### src/deint_ctrl_pkg.sv
// Purpose: shared constants and carriers of the deinterlacer run-time control
// Assumes: one clock, synchronous active-low reset
// Notes:   offsets are word offsets on the slave port
package deint_ctrl_pkg;

   typedef enum logic [1:0] {CTRL_NONE, CTRL_BLEND, CTRL_RATE} ctrl_mode_t;

   localparam int ADDR_W = 2;
   localparam int DATA_W = 32;
   localparam int COEF_W = 16;
   localparam int RATE_W = 8;
   localparam int ACC_W  = 10;

   localparam logic [ADDR_W-1:0] OFS_RUN    = 2'h0;
   localparam logic [ADDR_W-1:0] OFS_STATUS = 2'h1;
   localparam logic [ADDR_W-1:0] OFS_VAL_A  = 2'h2;
   localparam logic [ADDR_W-1:0] OFS_VAL_B  = 2'h3;

   localparam int RUN_BIT      = 0;
   localparam int STATUS_BIT   = 0;
   localparam int OVERRIDE_BIT = 0;

   localparam logic [COEF_W-1:0] COEF_RESET = 16'h0000;
   localparam logic [RATE_W-1:0] RATE_RESET = 8'h00;
   localparam logic [ACC_W-1:0]  ACC_RESET  = 10'h000;
   localparam logic [DATA_W-1:0] ZERO_WORD  = 32'h0000_0000;

   typedef struct packed {
      logic [ADDR_W-1:0] address;
      logic              chipselect;
      logic              write;
      logic [DATA_W-1:0] writedata;
   } slave_req_t;

   typedef struct packed {
      logic              overrideOn;
      logic [COEF_W-1:0] blendCoef;
      logic [RATE_W-1:0] inRate;
      logic [RATE_W-1:0] outRate;
   } frame_ctrl_t;

   typedef struct packed {
      logic       frameWrite;
      logic [1:0] fieldFetchCount;
      logic       motionRead;
      logic       motionWrite;
      logic       separateClocks;
   } master_cfg_t;

   typedef struct packed {
      logic              go;
      logic              overrideOn;
      logic [COEF_W-1:0] blendCoef;
      logic [RATE_W-1:0] inRate;
      logic [RATE_W-1:0] outRate;
      frame_ctrl_t       lat;
      logic              busy;
      logic              draining;
      logic [ACC_W-1:0]  acc;
      logic              tick;
      logic              readDone;
      logic [DATA_W-1:0] readData;
   } ctrl_state_t;

endpackage

### src/deinterlacer_runtime_control.sv
// Purpose: run-time register port of the deinterlacer and its frame-boundary latching
// Assumes: frameReq held until frameAck; frameDone a one-cycle pulse
// Notes:   the mode parameter admits only one control port at a time
`timescale 1ns/1ns
module deinterlacer_runtime_control
   import deint_ctrl_pkg::*;
#(
   parameter ctrl_mode_t MODE            = CTRL_BLEND,
   parameter bit         BUFFERED        = 1'b1,
   parameter bit         MOTION_ADAPTIVE = 1'b1,
   parameter bit         MOTION_BLEED    = 1'b0,
   parameter bit         SEPARATE_CLOCKS = 1'b0
) (
   input  wire logic              clk,          // core clock, 10 MHz
   input  wire logic              rst_n,        // synchronous reset, low active
   input  wire slave_req_t        slaveReq,     // control slave request
   output logic [DATA_W-1:0]      readdata,     // control slave read data
   output logic                   waitrequest,  // control slave stall
   input  wire logic              frameReq,     // core wants to start a frame
   output logic                   frameAck,     // frame start granted, values latched
   input  wire logic              frameDone,    // frame finished pulse
   output frame_ctrl_t            frameCtrl,    // values latched for current frame
   output logic                   outFrameTick, // rate mode: emit one output frame
   output master_cfg_t            masterCfg,    // which memory masters exist
   input  wire logic              masterClk,    // separate memory master clock
   input  wire logic              masterRst,    // separate memory master reset, high active
   output logic                   memMasterClk, // clock used by memory masters
   output logic                   memMasterRst  // reset used by memory masters
);

   localparam bit PORT_ON = (MODE != CTRL_NONE);
   localparam bit IS_RATE = (MODE == CTRL_RATE);

   ctrl_state_t stateReg;
   ctrl_state_t stateNext;
   logic        csActive;
   logic        rdStart;

   // word read decode; write-only offsets read back as zero
   function automatic logic [DATA_W-1:0] readWord(input logic [ADDR_W-1:0] a, input ctrl_state_t s);
      logic [DATA_W-1:0] w;
      w = ZERO_WORD;
      unique case (a)
         OFS_RUN:    w[RUN_BIT] = s.go;
         OFS_STATUS: w[STATUS_BIT] = s.busy;
         OFS_VAL_A,
         OFS_VAL_B:  w = ZERO_WORD;
      endcase
      return w;
   endfunction

   // address is a word index, no byte lanes
   assign csActive = PORT_ON && slaveReq.chipselect;
   assign rdStart  = csActive && !slaveReq.write && !stateReg.readDone;

   // one wait state per read so read data can come from a flop
   assign waitrequest = rdStart;
   assign readdata    = stateReg.readData;

   // new frame only while running and no previous one still draining
   assign frameAck = frameReq && stateReg.go && !stateReg.busy && !stateReg.draining;

   assign frameCtrl    = stateReg.lat;
   assign outFrameTick = stateReg.tick;

   // structural presence of the memory masters
   always_comb begin
      masterCfg.frameWrite      = BUFFERED;
      masterCfg.fieldFetchCount = !BUFFERED ? 2'h0 : (MOTION_ADAPTIVE ? 2'h2 : 2'h1);
      masterCfg.motionRead      = BUFFERED && MOTION_ADAPTIVE && MOTION_BLEED;
      masterCfg.motionWrite     = BUFFERED && MOTION_ADAPTIVE && MOTION_BLEED;
      masterCfg.separateClocks  = SEPARATE_CLOCKS;
   end

   // masterRst release is assumed synchronous to masterClk
   assign memMasterClk = SEPARATE_CLOCKS ? masterClk : clk;
   assign memMasterRst = SEPARATE_CLOCKS ? masterRst : !rst_n;

   always_comb begin
      stateNext          = stateReg;
      stateNext.tick     = 1'b0;
      stateNext.readDone = 1'b0;
      if (csActive && slaveReq.write) begin
         unique case (slaveReq.address)
            OFS_RUN:    stateNext.go = slaveReq.writedata[RUN_BIT];
            OFS_STATUS: stateNext.go = stateReg.go;
            OFS_VAL_A: begin
               if (IS_RATE) begin
                  stateNext.inRate = slaveReq.writedata[RATE_W-1:0];
               end else begin
                  stateNext.overrideOn = slaveReq.writedata[OVERRIDE_BIT];
               end
            end
            OFS_VAL_B: begin
               if (IS_RATE) begin
                  stateNext.outRate = slaveReq.writedata[RATE_W-1:0];
               end else begin
                  stateNext.blendCoef = slaveReq.writedata[COEF_W-1:0];
               end
            end
         endcase
      end else if (rdStart) begin
         stateNext.readDone = 1'b1;
         stateNext.readData = readWord(slaveReq.address, stateReg);
      end
      // host writes during a frame only reach the core at the next latch
      if (frameAck) begin
         stateNext.busy           = 1'b1;
         stateNext.lat.overrideOn = IS_RATE ? 1'b0 : stateReg.overrideOn;
         stateNext.lat.blendCoef  = IS_RATE ? COEF_RESET : stateReg.blendCoef;
         stateNext.lat.inRate     = IS_RATE ? stateReg.inRate : RATE_RESET;
         stateNext.lat.outRate    = IS_RATE ? stateReg.outRate : RATE_RESET;
         if (IS_RATE) begin
            stateNext.acc      = ACC_W'(stateReg.acc + {2'h0, stateReg.outRate});
            stateNext.draining = 1'b1;
         end
      end else if (frameDone) begin
         stateNext.busy = 1'b0;
      end
      // accumulator scales with both rates, so only their ratio matters
      if (stateReg.draining) begin
         if (stateReg.lat.inRate != RATE_RESET && stateReg.acc >= {2'h0, stateReg.lat.inRate}) begin
            stateNext.acc  = ACC_W'(stateReg.acc - {2'h0, stateReg.lat.inRate});
            stateNext.tick = 1'b1;
         end else begin
            stateNext.draining = 1'b0;
         end
      end
   end

   always_ff @(posedge clk) begin
      if (!rst_n) begin
         stateReg.go         <= 1'b0;
         stateReg.overrideOn <= 1'b0;
         stateReg.blendCoef  <= COEF_RESET;
         stateReg.inRate     <= RATE_RESET;
         stateReg.outRate    <= RATE_RESET;
         stateReg.lat        <= '0;
         stateReg.busy       <= 1'b0;
         stateReg.draining   <= 1'b0;
         stateReg.acc        <= ACC_RESET;
         stateReg.tick       <= 1'b0;
         stateReg.readDone   <= 1'b0;
         stateReg.readData   <= ZERO_WORD;
      end else begin
         stateReg <= stateNext;
      end
   end
endmodule

### config.mk
export PLATFORM = sky130hd
export DESIGN_NAME = deinterlacer_runtime_control
export DESIGN_NICKNAME = d
export VERILOG_FILES = /design/src/deint_ctrl_pkg.sv /design/src/deinterlacer_runtime_control.sv
export SDC_FILE = /design/constraint.sdc
export NUM_CORES = 1
export LEC_CHECK = 0
export BUFFER_PORTS_ARGS = -buffer_cell sky130_fd_sc_hd__buf_2
export CAP_MARGIN = 20
export CELL_PAD_IN_SITES_DETAIL_PLACEMENT = 0
export CELL_PAD_IN_SITES_GLOBAL_PLACEMENT = 2
export CORE_MARGIN = 2
export CORE_UTILIZATION = 24
export DETAILED_ROUTE_END_ITERATION = 12
export PLACE_DENSITY = 0.88
export REMOVE_ABC_BUFFERS = 1
export SLEW_MARGIN = 0
export SYNTH_ARGS = -nofsm -noshare
export SYNTH_HDL_FRONTEND = slang
export SYNTH_SLANG_ARGS = --single-unit
### constraint.sdc
create_clock -name clk -period 2.47 [get_ports clk]
set_clock_uncertainty 0.2 [all_clocks]
set_input_delay 0.1235 -clock clk [delete_from_list [all_inputs] [get_ports clk]]
set_output_delay 0.1235 -clock clk [all_outputs]
set_load 0.005 [all_outputs]
==> Word-level counts from Yosys, hierarchy flattened <==
Cells that the tools add are included.
Widths: inputs -> output; s select.
{ "word_totals": {"ff_bits": 38, "latch_bits": 0, "ram_bits": 0, "mem_bits_ro": 0, "in_bits": 42, "out_inout_bits": 76, "elab_cells": 34, "memories": 0} }
{ "classes": {"addsub": 0, "n_mul": 0, "div": 0, "order_cmp": 0, "n_eq_ne": 3, "shifts": 0, "n_mux": 4, "bitwise_logic": 2, "reduce_logical": 17} }
{ "op_table": {"columns": ["op", "count"], "rows": [
  ["$mux 33", 1],
  ["$reduce_and 2->1", 4],
  ["$logic_and 1x1->1", 5],
  ["$eq 2x2->1 const B", 2],
  ["$logic_not 1->1", 4],
  ["$reduce_or 2->1", 2],
  ["$pmux 1 s3", 1],
  ["$eq 2x1->1 const B", 1],
  ["$logic_not 2->1", 1],
  ["$mux 1", 2],
  ["$not 1->1", 2],
  ["$reduce_bool 2->1", 1]
]} }

==> Longest topological paths before layout <==
{ "logic_depth": {"ltp_word": 4, "depth_mapped": 5, "depth_no_buf": 4} }

==> run_summary.xml <==
<?xml version="1.0" encoding="UTF-8"?>
<metrics>
  <group name="run_status">
    <metric name="status" unit="">finished clean</metric>
  </group>
  <group name="power">
    <metric name="swShare" unit="%">22.93</metric>
    <metric name="comb_power_share" unit="%">8.3</metric>
    <metric name="clock_power_share" unit="%">44.0</metric>
    <metric name="power.sequential.fraction" unit="%">47.7</metric>
    <metric name="power.leakage" unit="nW">1.011</metric>
    <metric name="total_switching_power" unit="mW">0.2996</metric>
    <metric name="p_int" unit="mW">1.007</metric>
    <metric name="p_per_area" unit="nW/um^2">570.0</metric>
    <metric name="worst_ir_drop_vdd" unit="uV">245.8</metric>
  </group>
  <group name="global_routing">
    <metric name="grt_usage" unit="%">9.106</metric>
    <metric name="grt_antenna_before_repair" unit="">0</metric>
    <metric name="globalRoute.totalOverflow" unit="">0</metric>
    <metric name="largest_net_degree_at_the_start_of_global_routing" unit="">23</metric>
    <metric name="grt_pass1_wl" unit="mm">6.175</metric>
    <metric name="first_global_vias" unit="">1312</metric>
  </group>
  <group name="synthesis">
    <metric name="number_of_warnings_reported_in_the_yosys_synthesis_log" unit="">0</metric>
    <metric name="synth.cell_area" unit="um^2">1944</metric>
    <metric name="synth_seq_cells" unit="">38</metric>
    <metric name="synth_flop_cell" unit="">sky130_fd_sc_hd__dfxtp_1</metric>
    <metric name="synthXorXnorAreaFrac" unit="%">0</metric>
    <metric name="synthCells" unit="">240</metric>
    <metric name="synth.area.mux_share" unit="%">0.5792</metric>
    <metric name="synth_compound_gate_area_share" unit="%">10.94</metric>
    <metric name="synthDominantCellAreaShare" unit="%">39.12</metric>
    <metric name="yosys-top-cells-area" unit="">sky130_fd_sc_hd__dfxtp_1 (39%), sky130_fd_sc_hd__buf_4 (28%), sky130_fd_sc_hd__nand2_1 (14%)</metric>
    <metric name="synth_sequential_area_ratio" unit="%">39.12</metric>
    <metric name="combinational_family_with_the_most_area_after_synthesis" unit="">buffers and inverters</metric>
    <metric name="synth-simple-area-share" unit="%">17.31</metric>
    <metric name="async_reset_ff_share" unit="%">0</metric>
    <metric name="netlist.top_cell.by_area" unit="">sky130_fd_sc_hd__dfxtp_1</metric>
    <metric name="synth_cell_type_count" unit="">26</metric>
    <metric name="yosys.area_share.adder" unit="%">0</metric>
    <metric name="syn_avg_cell_area" unit="um^2">8.102</metric>
    <metric name="count_of_flip_flops_with_a_built_in_enable_after_synthesis" unit="">0</metric>
  </group>
  <group name="detailed_routing">
    <metric name="wire_per_inst" unit="um">9.879</metric>
    <metric name="drtIter0Drc" unit="">64</metric>
    <metric name="remaining_drc_errors" unit="">0</metric>
    <metric name="route.final.wire_length" unit="mm">3.912</metric>
    <metric name="pre_antenna_drt_iters" unit="">4</metric>
    <metric name="routed_via_density" unit="">3.755</metric>
    <metric name="final_antenna_net_count" unit="">0</metric>
    <metric name="route.vias.total" unit="">1487</metric>
  </group>
  <group name="sta">
    <metric name="totalNegativeSetupSlack" unit="ps">0</metric>
    <metric name="relSlewSlack" unit="%">55.20</metric>
    <metric name="grt_setup_unrepaired" unit="">false</metric>
    <metric name="clock.fmax" unit="MHz">467.5</metric>
    <metric name="setup_violations" unit="">0</metric>
    <metric name="report.final.hold_viol_count" unit="">0</metric>
    <metric name="layout_worst_path_cycle_share" unit="%">86.60</metric>
    <metric name="finalMaxSlewViolations" unit="">0</metric>
    <metric name="transition_time_at_the_pin_with_the_least_slew_margin" unit="ps">672.0</metric>
    <metric name="period_needed" unit="ps">2139</metric>
  </group>
  <group name="worst_setup_path">
    <metric name="r2r_worst_path_depth" unit="">4</metric>
    <metric name="reg2reg_to" unit="">readdata[0]</metric>
    <metric name="worst_setup_path_start_kind" unit="">primary input</metric>
    <metric name="timing.critical_path.fanout_max" unit="">15</metric>
    <metric name="cp_data_required_time" unit="ps">2600</metric>
    <metric name="cp.arrival" unit="ps">2270</metric>
    <metric name="setup.worst_path.end_class" unit="">register</metric>
    <metric name="path_class" unit="">primary input to register</metric>
    <metric name="rrSetupSlack" unit="ps">780</metric>
    <metric name="r2r_start" unit="">stateReg[32]</metric>
  </group>
  <group name="cts">
    <metric name="insertion_delay" unit="ps">380</metric>
    <metric name="tritoncts" unit="">built</metric>
    <metric name="cts_repair_resize_count" unit="">0</metric>
    <metric name="cts.clk_slew.worst_paths" unit="ps">70</metric>
  </group>
  <group name="min_path">
    <metric name="min_from" unit="">frameReq</metric>
    <metric name="worst_hold_path.num_cells" unit="">5</metric>
    <metric name="hold_path.class" unit="">primary input to register</metric>
    <metric name="hold-path-endpoint" unit="">frameCtrl[30]</metric>
  </group>
  <group name="layout">
    <metric name="post_route_cells_drive_above_1_share" unit="%">22.11</metric>
    <metric name="post_synthesis_to_final_layout_area_growth" unit="%">17.89</metric>
    <metric name="fin_cells" unit="">396</metric>
    <metric name="antenna_diodes" unit="">0</metric>
    <metric name="final_net_count" unit="">335</metric>
  </group>
  <group name="job">
    <metric name="drv_cap" unit="">0</metric>
  </group>
  <group name="floorplan">
    <metric name="std_cell_rows" unit="">32</metric>
    <metric name="io_pins" unit="">118</metric>
    <metric name="fp.dieH" unit="um">94.01</metric>
    <metric name="initial_utilization" unit="%">24.90</metric>
    <metric name="design.die.area" unit="um^2">8838</metric>
    <metric name="placeable_core_area" unit="um^2">7807</metric>
    <metric name="chipWidth" unit="um">94.01</metric>
  </group>
  <group name="place">
    <metric name="dp.final_hpwl" unit="mm">2.520</metric>
    <metric name="placed_cells" unit="">361</metric>
    <metric name="portBuffers" unit="">45</metric>
    <metric name="gpl.final_weighted_congestion" unit="">0.7516</metric>
  </group>
</metrics>
## area by class of cell
class / instances / area [um^2]
clock buffers: 11 / 132.6
clock inverters: 1 / 5.005
well taps: 102 / 127.6
fillers: 875 / 5515
flip-flops and latches: 38 / 760.7
inverters: 2 / 7.507
repair buffers: 71 / 495.5
multi-input cells: 171 / 763.2
## cells in the mapped netlist, types with 2 or more instances
library cell / count
sky130_fd_sc_hd__a21oi_1: 31
sky130_fd_sc_hd__a21oi_2: 3
sky130_fd_sc_hd__buf_2: 3
sky130_fd_sc_hd__buf_4: 73
sky130_fd_sc_hd__buf_6: 2
sky130_fd_sc_hd__conb_1: 2
sky130_fd_sc_hd__dfxtp_1: 38
sky130_fd_sc_hd__nand2_1: 70
## sequential cells by signal, indices dropped and copies added, names as in the netlist
register and count:
stateReg 20, frameCtrl 17, readdata 1
## repair_timing
action / in CTS / in global routing
hold buffers: 24 / 0
buffers inserted: 0 / 0
endpoints found under the hold margin: 21 / 0
## placed cells by master (no fill, tap or decap), drive strengths merged, types with 2 or more instances in the layout
cell type / netlist / routed
nand2: 70 / 70
conb: 2 / 54
buf: 80 / 48
dfxtp: 38 / 38
a21oi: 34 / 34
dlygate4sd3: 0 / 24
clkbuf: 1 / 10
clkinv: 1 / 2
## how the worst max path moves through the flow
stage                from            to
floorplan             clk  memMasterClk
global placement      clk  memMasterClk
detailed placement    clk  memMasterClk
CTS                 rst_n   readdata[0]
global route        rst_n   readdata[0]
finish              rst_n   readdata[0]
## cell families (layout without fill, tap and decap cells)
kind of cell           after synthesis  in the layout
buffers and inverters               83             85
and+or+nand+nor                     78             78
AOI/OAI and AO/OA                   38             38
DFF                                 38             38
other                                2             54
muxes                                1              1
## metal layers
| metal | GRT usage [%] | wire length, um | up-vias |
|---|---|---|---|
| li1 | - | - | 747 |
| met1 | 11.23 | 1771 | 663 |
| met2 | 14.46 | 1828 | 72 |
| met3 | 3.130 | 284 | 5 |
| met5 | 0 | 0 | - |
| met4 | 3.744 | 27 | 0 |
## metrics by stage
stage	power (mW)	hold WS [ps]	area, um^2	setup WS, ps	utilization, %
detailed placement	0.7356	6.376	1919	809.4	24.58
CTS	1.339	72.35	2292	356.6	29.36
finish	1.307	75.41	2292	331.0	29.36
floorplan	0.6779	-76.50	1531	911.5	-
global route	1.393	91.48	2292	205.7	29.36
global placement	0.7356	6.376	1919	809.4	24.58
## worst max-delay path, cell delays in order
cell and delay [ps]:
sky130_fd_sc_hd__dlygate4sd3_1 520, sky130_fd_sc_hd__buf_2 150, sky130_fd_sc_hd__clkinv_1 460, sky130_fd_sc_hd__o32ai_1 430, sky130_fd_sc_hd__dlygate4sd3_1 580
## power groups by stage
stage	registers, mW	clock network [mW]	logic (mW)
3_5_place_dp	0.637	0.0176	0.0809
3_3_place_gp	0.637	0.0176	0.0810
5_1_grt	0.623	0.646	0.124
4_1_cts	0.623	0.609	0.107
6_report	0.623	0.575	0.108
2_1_floorplan	0.637	0	0.0413
(Power assumes the default switching activity.)
